### src/pkg/ssq_pkg.sv
// Constants, states and helpers shared by the dual sensor scan sequencer
package ssq_pkg;

   // ****************************************
   // Timing
   // ****************************************
   localparam int CLK_PERIOD_PS  = 4000;
   localparam int PIXEL_TIME_NS  = 5300;
   localparam int CLK_HIGH_NS    = 100;
   localparam int START_HIGH_NS  = 100;

   function automatic int ssq_cyc_up(input int t_ns);
      int c;
      c = (t_ns * 1000 + CLK_PERIOD_PS - 1) / CLK_PERIOD_PS;
      return (c < 1) ? 1 : c;
   endfunction : ssq_cyc_up

   localparam int PIXEL_CYC      = (PIXEL_TIME_NS * 1000) / CLK_PERIOD_PS;
   localparam int HALF_CYC       = PIXEL_CYC / 2;
   localparam int HCNT_W         = 11;
   localparam logic [HCNT_W-1:0] HALF_LAST  = HCNT_W'(HALF_CYC - 1);
   localparam logic [HCNT_W-1:0] CLK_HIGH   = HCNT_W'(ssq_cyc_up(CLK_HIGH_NS));
   localparam logic [HCNT_W-1:0] START_HIGH = HCNT_W'(ssq_cyc_up(START_HIGH_NS));

   // ****************************************
   // Widths and codes
   // ****************************************
   localparam int DATA_W     = 16;
   localparam int FIFO_DEPTH = 32;
   localparam int FCNT_W     = 16;
   localparam logic [2:0] LAG_MAX    = 3'h4;
   localparam logic [1:0] CH_MAIN    = 2'h0;
   localparam logic [1:0] SEL_SINGLE = 2'h0;
   localparam logic [FCNT_W-1:0] FCNT_ONE = 16'h0001;

   typedef enum logic [5:0] {
      ST_IDLE     = 6'h01,
      ST_START    = 6'h02,
      ST_MAIN     = 6'h04,
      ST_SEC      = 6'h08,
      ST_FIN_MAIN = 6'h10,
      ST_FIN_SEC  = 6'h20
   } ssq_state_t;

endpackage : ssq_pkg

### src/hdl/ssq_fifo.sv
// Sample FIFO with valid and ready on both sides
`timescale 1ns/1ps
`default_nettype none
module ssq_fifo #(
   parameter int W     = 16,
   parameter int DEPTH = 32
) (
   input  wire logic         i_clk,
   input  wire logic         i_sys_rst,
   input  wire logic         i_in_valid,
   output logic              o_in_ready,
   input  wire logic [W-1:0] i_in_data,
   output logic              o_out_valid,
   input  wire logic         i_out_ready,
   output logic [W-1:0]      o_out_data
);
   localparam int AW = $clog2(DEPTH);

   typedef struct packed {
      logic [AW-1:0] wr;
      logic [AW-1:0] rd;
      logic [AW:0]   cnt;
   } ssq_fifo_st_t;

   ssq_fifo_st_t s_r;
   ssq_fifo_st_t s_nxt;
   logic [W-1:0] mem [DEPTH];
   logic         push;
   logic         pop;

   assign o_in_ready  = (s_r.cnt != (AW+1)'(DEPTH));
   assign o_out_valid = (s_r.cnt != '0);
   assign o_out_data  = mem[s_r.rd];
   assign push        = i_in_valid && o_in_ready;
   assign pop         = o_out_valid && i_out_ready;

   always_comb begin
      s_nxt = s_r;
      if (push) begin
         s_nxt.wr = (s_r.wr == AW'(DEPTH - 1)) ? '0 : s_r.wr + 1'b1;
      end
      if (pop) begin
         s_nxt.rd = (s_r.rd == AW'(DEPTH - 1)) ? '0 : s_r.rd + 1'b1;
      end
      s_nxt.cnt = s_r.cnt + (AW+1)'(push) - (AW+1)'(pop);
   end

   always_ff @(posedge i_clk or posedge i_sys_rst) begin
      if (i_sys_rst) begin
         s_r <= '0;
      end else begin
         s_r <= s_nxt;
      end
   end

   always_ff @(posedge i_clk) begin
      if (push) begin
         mem[s_r.wr] <= i_in_data;
      end
   end
endmodule : ssq_fifo
`default_nettype wire

### src/hdl/ssq_seq.sv
// Interleaved dual sensor scan sequencer
//
// Contract
// - Paired scan delivers twice the single sensor pixel count.
// - Selection swaps sensor every pixel, not once per scan.
// - Paired readout starts only on scan_begin, then runs continuously; the code holds at a half-pixel boundary while a sample waits on a full FIFO.
// - Each pixel cycle addresses both sensors in fixed order, one clock each.
// - Scan completes only after both sensors report scan_finish; the code also ends it on a fault (early secondary finish or LAG_MAX lag).
// - Combined mode selects: 00 channel 1 alone, 01/10/11 pair with 2/3/4.
// - Sequential mode: sequencer idle, selects drive multiplexers directly.
// - Main sensor clocked first, then all secondaries together once.
// - Multiplexer addresses toggle main/secondary in step with sensor clock.
// - Sample scan_finish each pixel cycle; active finish blocks further storage.
// - Accept finishes in channel order, possibly in different pixel cycles.
// - Success shows a finish pulse per active channel in final cycle.
// - On fault forward finish pulses only up to the first missing one.
// - Per cycle pixel n of sensor 1 precedes pixel n of sensor 2.
// - Finish and trigger status follow the same select as video.
// - All sensors get scan stimulus synchronously whatever pair is chosen.
// - Samples of unselected sensors are discarded.
// - Both active sensors share one integration time per scan.
// - Second sensor lags the first by half a pixel readout period.
// - Sequential selects 00 through 11 pick channel 1 through 4.
// - Scan start and pixel clock go to all sensors; only selected returns.
`timescale 1ns/1ps
`default_nettype none
module ssq_seq
   import ssq_pkg::*;
(
   input  wire logic              i_clk,
   input  wire logic              i_sys_rst,
   input  wire logic              i_scan_combine_mode,
   input  wire logic              i_chan_select_lo,
   input  wire logic              i_chan_select_hi,
   input  wire logic              i_scan_begin,
   input  wire logic              i_scan_finish,
   input  wire logic              i_trigger,
   input  wire logic              i_adc_valid,
   input  wire logic [DATA_W-1:0] i_adc_data,
   input  wire logic              i_out_ready,
   output logic                   o_scan_start,
   output logic                   o_main_pix_clk,
   output logic                   o_sec_pix_clk,
   output logic [1:0]             o_mux_addr,
   output logic                   o_store_en,
   output logic                   o_scan_finish,
   output logic                   o_trigger,
   output logic                   o_busy,
   output logic                   o_fault,
   output logic [FCNT_W-1:0]      o_frame_pixels,
   output logic                   o_out_valid,
   output logic [DATA_W-1:0]      o_out_data
);

   // ****************************************
   // State
   // ****************************************
   typedef struct packed {
      logic [4:0]        sync1;
      logic [4:0]        sync2;
      ssq_state_t        st;
      logic [HCNT_W-1:0] hcnt;
      logic [1:0]        sel;
      logic              pair;
      logic              main_seen;
      logic              sec_seen;
      logic              fault;
      logic [2:0]        lag;
      logic              got;
      logic              pend;
      logic [DATA_W-1:0] sample;
      logic [FCNT_W-1:0] fcnt;
      logic [FCNT_W-1:0] frame;
      logic              start;
      logic              main_clk;
      logic              sec_clk;
      logic [1:0]        addr;
      logic              fin_out;
   } ssq_st_t;

   ssq_st_t    s_r;
   ssq_st_t    s_nxt;
   logic       mode_s;
   logic [1:0] sel_s;
   logic       fin_s;
   logic       fifo_ready;
   logic       store_ok;
   logic       half_end;

   assign mode_s = s_r.sync2[0];
   assign sel_s  = {s_r.sync2[2], s_r.sync2[1]};
   assign fin_s  = s_r.sync2[3];

   // Storage window closes per channel once its finish was seen
   assign store_ok = (s_r.st == ST_MAIN && !s_r.main_seen) ||
                     (s_r.st == ST_SEC && !s_r.sec_seen && !s_r.fault);
   assign half_end = (s_r.hcnt == HALF_LAST) && !s_r.pend;

   // ****************************************
   // Next state
   // ****************************************
   always_comb begin
      s_nxt       = s_r;
      s_nxt.sync1 = {i_trigger, i_scan_finish, i_chan_select_hi, i_chan_select_lo,
                     i_scan_combine_mode};
      s_nxt.sync2 = s_r.sync1;
      s_nxt.hcnt  = (s_r.hcnt == HALF_LAST) ? s_r.hcnt : s_r.hcnt + 1'b1;

      // Sample capture and hand-off to FIFO
      if (s_r.pend && fifo_ready) begin
         s_nxt.pend = 1'b0;
         s_nxt.fcnt = s_r.fcnt + FCNT_ONE;
      end
      if (store_ok && i_adc_valid && !s_r.got) begin
         s_nxt.got    = 1'b1;
         s_nxt.pend   = 1'b1;
         s_nxt.sample = i_adc_data;
      end

      unique case (s_r.st)
         ST_IDLE: begin
            if (mode_s && i_scan_begin) begin
               s_nxt.st        = ST_START;
               s_nxt.hcnt      = '0;
               s_nxt.sel       = sel_s;
               s_nxt.pair      = (sel_s != SEL_SINGLE);
               s_nxt.main_seen = 1'b0;
               s_nxt.sec_seen  = 1'b0;
               s_nxt.fault     = 1'b0;
               s_nxt.lag       = '0;
               s_nxt.fcnt      = '0;
            end
         end
         ST_START: begin
            if (s_r.hcnt == START_HIGH) begin
               s_nxt.st   = ST_MAIN;
               s_nxt.hcnt = '0;
               s_nxt.got  = 1'b0;
            end
         end
         ST_MAIN: begin
            if (half_end) begin
               s_nxt.hcnt = '0;
               s_nxt.got  = 1'b0;
               if (fin_s) begin
                  s_nxt.main_seen = 1'b1;
               end
               if (s_r.pair) begin
                  s_nxt.st = ST_SEC;
               end else if (fin_s || s_r.main_seen) begin
                  s_nxt.st = ST_FIN_MAIN;
               end
            end
         end
         ST_SEC: begin
            if (half_end) begin
               s_nxt.hcnt = '0;
               s_nxt.got  = 1'b0;
               s_nxt.st   = ST_MAIN;
               if (fin_s && s_r.main_seen) begin
                  s_nxt.sec_seen = 1'b1;
               end else if (fin_s) begin
                  s_nxt.fault = 1'b1;
               end else if (s_r.main_seen) begin
                  s_nxt.lag = s_r.lag + 3'h1;
               end
               if ((fin_s && s_r.main_seen) || fin_s || (s_r.lag == LAG_MAX)) begin
                  s_nxt.st = ST_FIN_MAIN;
               end
               if (!fin_s && s_r.main_seen && s_r.lag == LAG_MAX) begin
                  s_nxt.fault = 1'b1;
               end
            end
         end
         ST_FIN_MAIN: begin
            if (s_r.hcnt >= CLK_HIGH && !s_r.pend) begin
               s_nxt.hcnt = '0;
               s_nxt.st   = s_r.pair ? ST_FIN_SEC : ST_IDLE;
               if (!s_r.pair) begin
                  s_nxt.frame = s_r.fcnt;
               end
            end
         end
         ST_FIN_SEC: begin
            if (s_r.hcnt >= CLK_HIGH && !s_r.pend) begin
               s_nxt.st    = ST_IDLE;
               s_nxt.frame = s_r.fcnt;
            end
         end
      endcase

      // Registered pin drive from the next state
      s_nxt.start    = (s_nxt.st == ST_START);
      s_nxt.main_clk = (s_nxt.st == ST_MAIN) && (s_nxt.hcnt < CLK_HIGH);
      s_nxt.sec_clk  = (s_nxt.st == ST_SEC) && (s_nxt.hcnt < CLK_HIGH);
      if (s_nxt.st == ST_IDLE) begin
         s_nxt.addr = mode_s ? CH_MAIN : sel_s;
      end else if (s_nxt.st == ST_SEC || s_nxt.st == ST_FIN_SEC) begin
         s_nxt.addr = s_nxt.sel;
      end else begin
         s_nxt.addr = CH_MAIN;
      end
      s_nxt.fin_out = (((s_nxt.st == ST_FIN_MAIN) && s_nxt.main_seen) ||
                       ((s_nxt.st == ST_FIN_SEC) && s_nxt.sec_seen)) &&
                      (s_nxt.hcnt < CLK_HIGH);
   end

   // ****************************************
   // Registers
   // ****************************************
   always_ff @(posedge i_clk or posedge i_sys_rst) begin
      if (i_sys_rst) begin
         s_r      <= '0;
         s_r.st   <= ST_IDLE;
         s_r.addr <= CH_MAIN;
      end else begin
         s_r      <= s_nxt;
      end
   end

   // Trigger from the digital selector, already switched with video
   assign o_trigger      = s_r.sync2[4];
   assign o_scan_start   = s_r.start;
   assign o_main_pix_clk = s_r.main_clk;
   assign o_sec_pix_clk  = s_r.sec_clk;
   assign o_mux_addr     = s_r.addr;
   assign o_store_en     = store_ok;
   assign o_scan_finish  = s_r.fin_out;
   assign o_busy         = (s_r.st != ST_IDLE);
   assign o_fault        = s_r.fault;
   assign o_frame_pixels = s_r.frame;

   // ****************************************
   // Sample FIFO, main then secondary order
   // ****************************************
   ssq_fifo #(
      .W     (DATA_W),
      .DEPTH (FIFO_DEPTH)
   ) ssq_fifo_i (
      .i_clk       (i_clk),
      .i_sys_rst   (i_sys_rst),
      .i_in_valid  (s_r.pend),
      .o_in_ready  (fifo_ready),
      .i_in_data   (s_r.sample),
      .o_out_valid (o_out_valid),
      .i_out_ready (i_out_ready),
      .o_out_data  (o_out_data)
   );
endmodule : ssq_seq
`default_nettype wire

### config.mk
export PLATFORM = sky130hd
export DESIGN_NAME = ssq_seq
export DESIGN_NICKNAME = d
export VERILOG_FILES = /design/src/pkg/ssq_pkg.sv /design/src/hdl/ssq_fifo.sv /design/src/hdl/ssq_seq.sv
export SDC_FILE = /design/constraint.sdc
export NUM_CORES = 1
export LEC_CHECK = 0
export BUFFER_PORTS_ARGS = -buffer_cell sky130_fd_sc_hd__buf_4
export CORE_ASPECT_RATIO = 0.7
export CORE_MARGIN = 2
export CORE_UTILIZATION = 53
export CTS_CLUSTER_SIZE = 25
export DETAILED_ROUTE_END_ITERATION = 7
export GPL_TIMING_DRIVEN = 1
export PLACE_DENSITY = 0.73
export SLEW_MARGIN = 20
export SYNTH_ARGS = -nofsm -noshare
export SYNTH_HDL_FRONTEND = slang
export SYNTH_SLANG_ARGS = --single-unit
### constraint.sdc
create_clock -name i_clk -period 3.46 [get_ports i_clk]
set_clock_uncertainty 0.1 [all_clocks]
set_input_delay 0.692 -clock i_clk [delete_from_list [all_inputs] [get_ports i_clk]]
set_output_delay 0.692 -clock i_clk [all_outputs]
set_load 0.02 [all_outputs]
==> results_dict.tcl, run 1 <==
set metrics [dict create \
    async_flop_share_pct 17.4 \
    crit_required_ns 2.67 \
    htree_num_levels 2 \
    place_hpwl_microns 33100 \
    ys_top_cells_by_area "edfxtp_1 61%, mux4_2 14%, dfrtp_1 11%, mux2_2 1.8%, nor2_1 1.1%" \
    relSlewSlack_pct 25.5 \
    setup_viol 16 \
    place_congestion 0.855 \
    fp.coreArea_sq_um 46600 \
    die-height_microns 186 \
    max_stage_delay_ns 0.53 \
    core.rowCount 66 \
    synth_edf_count 512 \
    path_cells "buf_12 -> buf_16 -> mux4_2 -> mux4_2 -> mux2_4 -> buf_6" \
    rsz0062_at_grt "true" \
    fin_cells 2079 \
    area_growth_syn_to_layout_pct 15.6 \
    ys_types 73 \
    start_util_pct 53.9 \
    min_from "i_chan_select_lo" \
    synth_common_cells "512 x edfxtp_1, 160 x mux4_2, 107 x dfrtp_1" \
    status "finished, violations left" \
    report.final.hold_viol_count 0 \
    crit_type "flop to output port" \
    clkLatencyLatePin_ns 0.59 \
    synthesis.nets 1345 \
    die_w_microns 264 \
    place_ws_ns 0.271 \
    grt_pass1_wl_microns 82400 \
    synth_flop_cell "edfxtp_1" \
    wirelength_microns 56200 \
    cp_max_fo 8 \
    synth_top_area_share_pct 61.3 \
    critPathSlowestCell "mux4_2" \
    crit_path_start "ssq_fifo_i.s_r[6]" \
    dieArea_sq_um 49100 \
    wl_per_cell_microns 27.0 \
    ir_drop_v 0.000388 \
    power_density_nw_per_um2 663 \
    grt_pass1_vias 12800 \
    cts.sinks 620 \
    nets 1469 \
    yosys_warnings 0 \
    ctsHoldBuffers 0 \
    critPathLaunchType "flop" \
    worst_path_dominant_cell_family "multiplexers" \
    syn_inst 1297 \
    worst_slew_pin_slew_ns 1.12 \
    fin_util_pct 62.3 \
    vias_per_cell 6.20 \
    vias 12900 \
    clkTransAtPathRegs_ns 0.06 \
    drcViolationCount 0 \
    ioPinCount 69 \
    grt_max_degree 109 \
    path_buf_inv 3 \
    dp.cells 1957 \
    avgSynthCellArea_sq_um 19.3 \
    r2r_start "ssq_fifo_i.s_r[3]" \
    grtUsageTotal_pct 23.0 \
    hold_class "primary input to flop" \
    fmax_ghz 0.269 \
    antenna_found_initial 0 \
    portBuffers 68 \
    drive_gt1_share_pct 33.8 \
    worstPathArrival_ns 2.93 \
    setup_slack_ns -0.263 \
    syn-cell-area_sq_um 25100 \
    finalMaxSlewViolations 0 \
    diodes 0 \
    end_kind "output port" \
    cts_max_path_buffers 3 \
    maxCapViolations 0 \
    fin_crit_sh_pct 108 \
    drt_pass1_iterations 5 \
    critical_path_depth 6 \
    numCtsBuffers 55 \
    post-synth-top-area-cell "edfxtp_1" \
    rr_worst_depth 8 \
    layout_min_cycle_time_ns 3.72 \
    cts_tree "done" \
    initialDrtViolationCount 1468 \
    grt-ovfl-total 0 \
    worstHoldPathCells 1 \
    ys_seq_area_share_pct 72.1 \
    yosysMostFrequentCell "edfxtp_1" \
    holdWs_ns 0.111 \
    ant_nets 0 \
    cts_root_buf "clkbuf_16" \
    synth.ff_latch_count 620 \
    p_leak_nw 11.1 \
    violations "negative setup slack" \
    crit_top_cell "mux4_2" \
]
-- cell usage in the layout (no fill, tap or decap), types with 11 or more instances in the layout --
cell	instances
buf_4	105
clkinv_1	14
mux4_2	160
mux2_2	34
edfxtp_1	512
mux2_1	13
buf_12	21
nand2_1	46
nand3_1	15
inv_1	26
nor2_1	43
clkbuf_16	61
dfrtp_1	95
a21oi_1	20
clkbuf_1	11
o21ai_0	29
xor2_1	17
ha_1	21
nor2_2	32
-- state kept, by name (all words and copies together) (netlist names), 2 cells and up --
signal,flops
ssq_fifo_i.mem,512
o_frame_pixels,16
ssq_fifo_i.s_r,16
s_nxt,5
s_r,61
o_mux_addr,2
-- power by group --
part	internal, W	switching, W
registers	0.00820	0.000510
logic	0.00244	0.00194
clock network	0.00348	0.00267
-- per-layer routing --
layer	GRT usage (%)	share of wire, %	vias to the layer above
met1	35.0	43	6801
met4	4.43	2.0	0
li1	-	-	5423
met5	0	0	-
met2	34.6	46	572
met3	5.25	9.4	84
-- logic make-up after synthesis --
family / synth area share, %
xor gates and xnor gates: 0.943
and+or+nand+nor: 4.50
muxes: 16.8
buffers and inverters: 2.16
DFF: 72.1
AOI/OAI and AO/OA: 2.36
adders and majority gates: 1.13
-- final timing paths --
path	to	slack, ns
max	o_out_data[6]	-0.26
min	s_nxt[83]	0.11
max reg2reg	ssq_fifo_i.mem[17][4]	0.52
min reg2reg	s_r[84]	0.25
max in group asynchronous	ssq_fifo_i.s_r[6]	2.58
min in group asynchronous	s_r[49]	0.16
-- cell type report --
cell class | count | area, sq um
repair buffers | 149 | 1670
well taps | 612 | 766
multi-input cells | 568 | 6560
clock inverters | 33 | 319
inverters | 27 | 105
clock buffers | 70 | 1480
fillers | 3147 | 17600
flip-flops and latches | 620 | 18100
-- through the flow --
stage | power (W) | area [sq um] | TNS [ns]
detailed placement | 0.0127 | 26700 | 0
CTS | 0.0192 | 28900 | -3.75
global placement | 0.0126 | 26700 | 0
floorplan | 0.0114 | 25100 | 0
global route | 0.0199 | 29000 | -4.48
finish | 0.0192 | 29000 | -3.73
-- timing repair --
action                                 4_1_cts  5_1_grt
gates resized for setup                     33        3
endpoints found under the hold margin        0        0
setup buffers                                9        1
gates cloned                                 5        5
setup endpoints to repair                   16       16
No activity file was read; power rests on OpenSTA's default activity.
==> run 2, diff against run 1 <==
--- a/constraint.sdc
+++ b/constraint.sdc
@@ -3,3 +3,3 @@
 set_input_delay 0.692 -clock i_clk [delete_from_list [all_inputs] [get_ports i_clk]]
 set_output_delay 0.692 -clock i_clk [all_outputs]
-set_load 0.02 [all_outputs]
+set_load 0.005 [all_outputs]
==> results_dict.tcl, run 2 (synthesized netlist as in run 1, its figures left out) <==
set metrics [dict create \
    setup_tns_ns -3.94 \
    dieArea_sq_um 49100 \
    vias 13000 \
    place_ws_ns 0.254 \
    grt_max_degree 109 \
    drive_gt1_share_pct 34.7 \
    critPathSlowestCell "dfrtp_4" \
    drt_pass1_iterations 7 \
    numCtsBuffers 56 \
    power.clock.fraction_pct 33.2 \
    clkLatencyLatePin_ns 0.60 \
    antenna_found_initial 0 \
    worstPathArrival_ns 2.94 \
    cts_tree "done" \
    cp_max_fo 5 \
    vias_per_cell 6.24 \
    p_leak_nw 11.2 \
    ir_drop_v 0.000429 \
    core.rowCount 66 \
    pwr-share-comb_pct 23.0 \
    place_hpwl_microns 33000 \
    setup_viol 16 \
    grtUsageTotal_pct 23.7 \
    nets 1475 \
    min_from "i_scan_finish" \
    num-fill-cells 3156 \
    multiInputGateArea_sq_um 6580 \
    fmax_ghz 0.268 \
    wl_per_cell_microns 27.7 \
    r2r_start "ssq_fifo_i.s_r[2]" \
    die_w_microns 264 \
    critPathLaunchType "flop" \
    start_util_pct 53.9 \
    p_sw_share_pct 26.1 \
    crit_path_start "ssq_fifo_i.s_r[6]" \
    path_buf_inv 4 \
    grt-ovfl-total 0 \
    layout_min_cycle_time_ns 3.73 \
    place_area_sq_um 26700 \
    maxCapViolations 0 \
    status "finished, violations left" \
    clkTransAtPathRegs_ns 0.07 \
    worst_slew_pin_slew_ns 1.10 \
    wirelength_microns 57800 \
    portBuffers 68 \
    place_congestion 0.864 \
    violations "negative setup slack" \
    finalMaxSlewViolations 0 \
    rsz0062_at_grt "true" \
    hold_class "primary input to flop" \
    crit_type "flop to output port" \
    layout_commonest_cell "edfxtp_1" \
    grt_pass1_wl_microns 84400 \
    fp.coreArea_sq_um 46600 \
    end_kind "output port" \
    largest_reg_flops 512 \
    drcViolationCount 0 \
    crit_required_ns 2.67 \
    die-height_microns 186 \
    report.final.hold_viol_count 0 \
    top_register "ssq_fifo_i.mem" \
    ctsHoldBuffers 0 \
    design_area_sq_um 29200 \
    ioPinCount 69 \
    cts_root_buf "clkbuf_16" \
    seq_power_share_pct 43.8 \
    ant_nets 0 \
    seqCellArea_sq_um 18100 \
    final_cell_mix "512 x edfxtp_1, 160 x mux4_2, 109 x buf_4, 94 x dfrtp_1, 63 x clkbuf_16" \
    diodes 0 \
    fin_crit_sh_pct 108 \
    cts.sinks 620 \
    p_int_w 0.0145 \
    cts_max_path_buffers 3 \
    path_cells "buf_12 -> buf_12 -> buf_16 -> mux4_2 -> mux4_2 -> mux2_4 -> buf_6" \
    max_stage_delay_ns 0.53 \
    reg_top3 "ssq_fifo_i.mem x512, s_r x61" \
    worst_path_dominant_cell_family "multiplexers" \
    setup_slack_ns -0.274 \
    area_growth_syn_to_layout_pct 16.3 \
    power_density_nw_per_um2 671 \
    htree_num_levels 2 \
    netSwitchingPower_w 0.00511 \
    relSlewSlack_pct 26.9 \
    initialDrtViolationCount 1782 \
    grt_pass1_vias 12900 \
]
run 2: cell count changes in the layout (fill, tap and decap cells not counted), moves of 2 or more:
cell	previous run	this run
buf_12	21	16
buf_6	10	14
mux2_4	6	11
mux2_2	34	29
buf_4	105	109
bufinv_16	6	9
inv_16	0	2
clkinv_1	14	8
clkinv_2	9	12
clkbuf_8	3	1
clkbuf_16	61	63
run 2: area by class of cell:
cell class,count,area share (%)
timing repair buffer,154,5.77
clock buffer,69,5.15
sequential,620,62.0
tap,612,2.62
clock inverter,36,1.51
inverter,27,0.360
multi-input combinational,568,22.6
run 2: stage by stage:
stage               hold slack, ns  total power (W)  utilization, %  std cells
global placement             0.238           0.0125            57.2       1958
finish                      0.0980           0.0196            62.7       2086
global route                0.0777           0.0203            62.7       2086
floorplan                    0.231           0.0113               -       1297
CTS                         0.0753           0.0195            62.3       2082
detailed placement           0.238           0.0126            57.3       1959
run 2: power by group through the flow:
stage          Sequential, W  Clock [W]  Combinational (W)
6_report             0.00857    0.00650            0.00451
5_1_grt              0.00860    0.00690            0.00480
4_1_cts              0.00856    0.00659            0.00436
3_5_place_dp         0.00879          0            0.00377
3_3_place_gp         0.00877          0            0.00370
2_1_floorplan        0.00847          0            0.00284
run 2: path summary, 6_finish.rpt:
| path | to | slack (ns) | cells after the start |
|---|---|---|---|
| setup reg to reg | ssq_fifo_i.mem[21][4] | 0.35 | 8 |
| hold reg to reg | o_trigger | 0.25 | 0 |
| setup / recovery | o_out_data[8] | -0.27 | 7 |
| min in group asynchronous | s_r[51] | 0.13 | 3 |
| max in group asynchronous | ssq_fifo_i.s_r[7] | 2.57 | 3 |
| hold / removal | s_nxt[85] | 0.1 | 1 |
run 2: metal layers:
| metal | wire length, microns | share of wire (%) | GRT usage [%] | vias to the layer above |
|---|---|---|---|---|
| li1 | - | - | - | 5430 |
| met3 | 5440 | 9.4 | 4.31 | 77 |
| met5 | 0 | 0 | 0 | - |
| met4 | 1030 | 1.8 | 5.61 | 0 |
| met2 | 26400 | 46 | 35.0 | 632 |
| met1 | 24900 | 43 | 37.0 | 6885 |
run 2: timing repair:
action,in CTS,in global routing
setup endpoints to repair,16,16
buffers inserted,12,0
gates cloned,6,5
gates resized for setup,22,15
==> run 3, diff against run 2 <==
Clock period 3.46 ns to 3.1 ns, I/O delays scaled along.
==> results_dict.tcl, run 3 (synthesized netlist as in run 1, its figures left out) <==
set metrics [dict create \
    nets 1489 \
    worstPathArrival_ns 2.96 \
    cts_root_buf "clkbuf_16" \
    worst_slew_pin_slew_ns 1.10 \
    critical_path_depth 6 \
    rsz0062_at_grt "true" \
    critPathSlowestCell "mux4_2" \
    initialDrtViolationCount 1529 \
    setup_slack_ns -0.576 \
    p_sw_share_pct 26.4 \
    seq_power_share_pct 45.4 \
    fp.coreArea_sq_um 46600 \
    cts_tree "done" \
    fin_util_pct 62.7 \
    num-fill-cells 3189 \
    cts.sinks 620 \
    fmax_ghz 0.272 \
    vias 12900 \
    place_ws_ns 0.0434 \
    status "finished, violations left" \
    die_w_microns 264 \
    maxCapViolations 0 \
    relSlewSlack_pct 26.7 \
    ir_drop_v 0.000492 \
    core.rowCount 66 \
    drcViolationCount 0 \
    fin_crit_sh_pct 119 \
    ioPinCount 69 \
    cts_max_path_buffers 3 \
    netSwitchingPower_w 0.00557 \
    area_growth_syn_to_layout_pct 16.4 \
    vias_per_cell 6.12 \
    top_register "ssq_fifo_i.mem" \
    end_kind "output port" \
    pwr-share-comb_pct 22.7 \
    die-height_microns 186 \
    worstHoldPathCells 1 \
    max_stage_delay_ns 0.53 \
    regToRegSetupSlack_ns 0.21 \
    final_cell_mix "512 x edfxtp_1, 160 x mux4_2, 112 x buf_4, 96 x dfrtp_1, 58 x clkbuf_16" \
    drive_gt1_share_pct 34.3 \
    reg2reg_to "o_mux_addr[1]" \
    hold_class "primary input to flop" \
    layout_min_cycle_time_ns 3.68 \
    antenna_found_initial 0 \
    path_cells "buf_12 -> buf_12 -> mux4_2 -> mux4_2 -> mux2_4 -> buf_6" \
    critPathLaunchType "flop" \
    portBuffers 68 \
    drt_pass1_iterations 5 \
    place_congestion 0.836 \
    report.final.hold_viol_count 0 \
    r2r_start "s_r[78]" \
    layout_commonest_cell "edfxtp_1" \
    wl_per_cell_microns 26.3 \
    grt_pass1_vias 12700 \
    dieArea_sq_um 49100 \
    violations "negative setup slack" \
    grt_max_degree 37 \
    min_from "i_trigger" \
    crit_required_ns 2.38 \
    crit_type "flop to output port" \
    p_int_w 0.0155 \
    hold_end "s_nxt[86]" \
    numCtsBuffers 56 \
    start_util_pct 53.9 \
    grt_pass1_wl_microns 82400 \
    wirelength_microns 55300 \
    grtUsageTotal_pct 23.1 \
    grt-ovfl-total 0 \
    htree_num_levels 2 \
    p_leak_nw 11.1 \
    cp_max_fo 8 \
    largest_reg_flops 512 \
    worst_path_dominant_cell_family "multiplexers" \
    place_hpwl_microns 34000 \
    ant_nets 0 \
    finalMaxSlewViolations 0 \
    rr_worst_depth 6 \
    reg_top3 "ssq_fifo_i.mem x512, s_r x61" \
    setup_viol 16 \
    path_buf_inv 3 \
    power.clock.fraction_pct 31.9 \
    clkLatencyLatePin_ns 0.62 \
    clkTransAtPathRegs_ns 0.06 \
    power_density_nw_per_um2 721 \
]
==> run 3: cell types whose count changed in the layout (fill, tap and decap cells not counted), sizes merged <==
cell,change
buf,+14
bufinv,-6
clkbuf,+3
diode,+1
dlygate4sd3,+4
inv,-2
==> run 3: worst max path at each step <==
stage,to,startpoint,slack (ns)
2_1_floorplan,o_out_data[0],ssq_fifo_i.s_r[6],0.08
3_3_place_gp,o_out_data[10],ssq_fifo_i.s_r[6],0.06
3_5_place_dp,o_out_data[7],ssq_fifo_i.s_r[6],0.04
4_1_cts,o_out_data[5],ssq_fifo_i.s_r[6],-0.59
5_1_grt,o_out_data[10],ssq_fifo_i.s_r[6],-0.63
6_report,o_out_data[13],ssq_fifo_i.s_r[6],-0.58
==> run 3: timing repair <==
| item | 4_1_cts | 5_1_grt |
|---|---|---|
| setup buffers | 5 | 0 |
| setup endpoints to repair | 17 | 18 |
| gates cloned | 2 | 1 |
| resized for setup | 16 | 7 |
| endpoints found under the hold margin | 4 | 0 |
| hold buffers | 4 | 0 |
==> run 3: final cells by class <==
type,instances,area [sq um],share of cell area [%]
Sequential cell,620,18100,62.0
Multi-Input combinational cell,568,6580,22.5
Timing Repair Buffer,168,1880,6.43
Clock buffer,76,1520,5.20
Tap cell,612,766,2.62
Clock inverter,28,253,0.866
Inverter,27,105,0.360
Antenna cell,1,2.50,0.00857
==> run 3: metal layers <==
layer	wire [microns]	share of wire (%)	up-vias	GRT usage, %
met5	0	0	-	0
li1	-	-	5482	-
met1	23700	43	6720	34.7
met2	25500	46	581	34.3
met4	978	1.8	0	5.93
met3	5150	9.3	71	5.33
==> run 3: metrics by stage <==
stage	instance area (sq um)	instances	power, W	hold slack [ns]	TNS [ns]
floorplan	25100	1297	0.0126	0.231	0
global placement	27100	1983	0.0141	0.236	0
detailed placement	27100	1983	0.0142	0.235	0
CTS	29100	2098	0.0211	0.00126	-9.05
global route	29200	2099	0.0219	0.00517	-9.71
finish	29200	2100	0.0210	0.0239	-8.68
==> run 3: power groups by stage <==
stage	combinational (W)	clock, W	sequential (W)
floorplan	0.00318	0	0.00945
global placement	0.00437	0	0.00977
detailed placement	0.00444	0	0.00978
CTS	0.00477	0.00684	0.00954
global route	0.00512	0.00719	0.00959
finish	0.00478	0.00672	0.00956
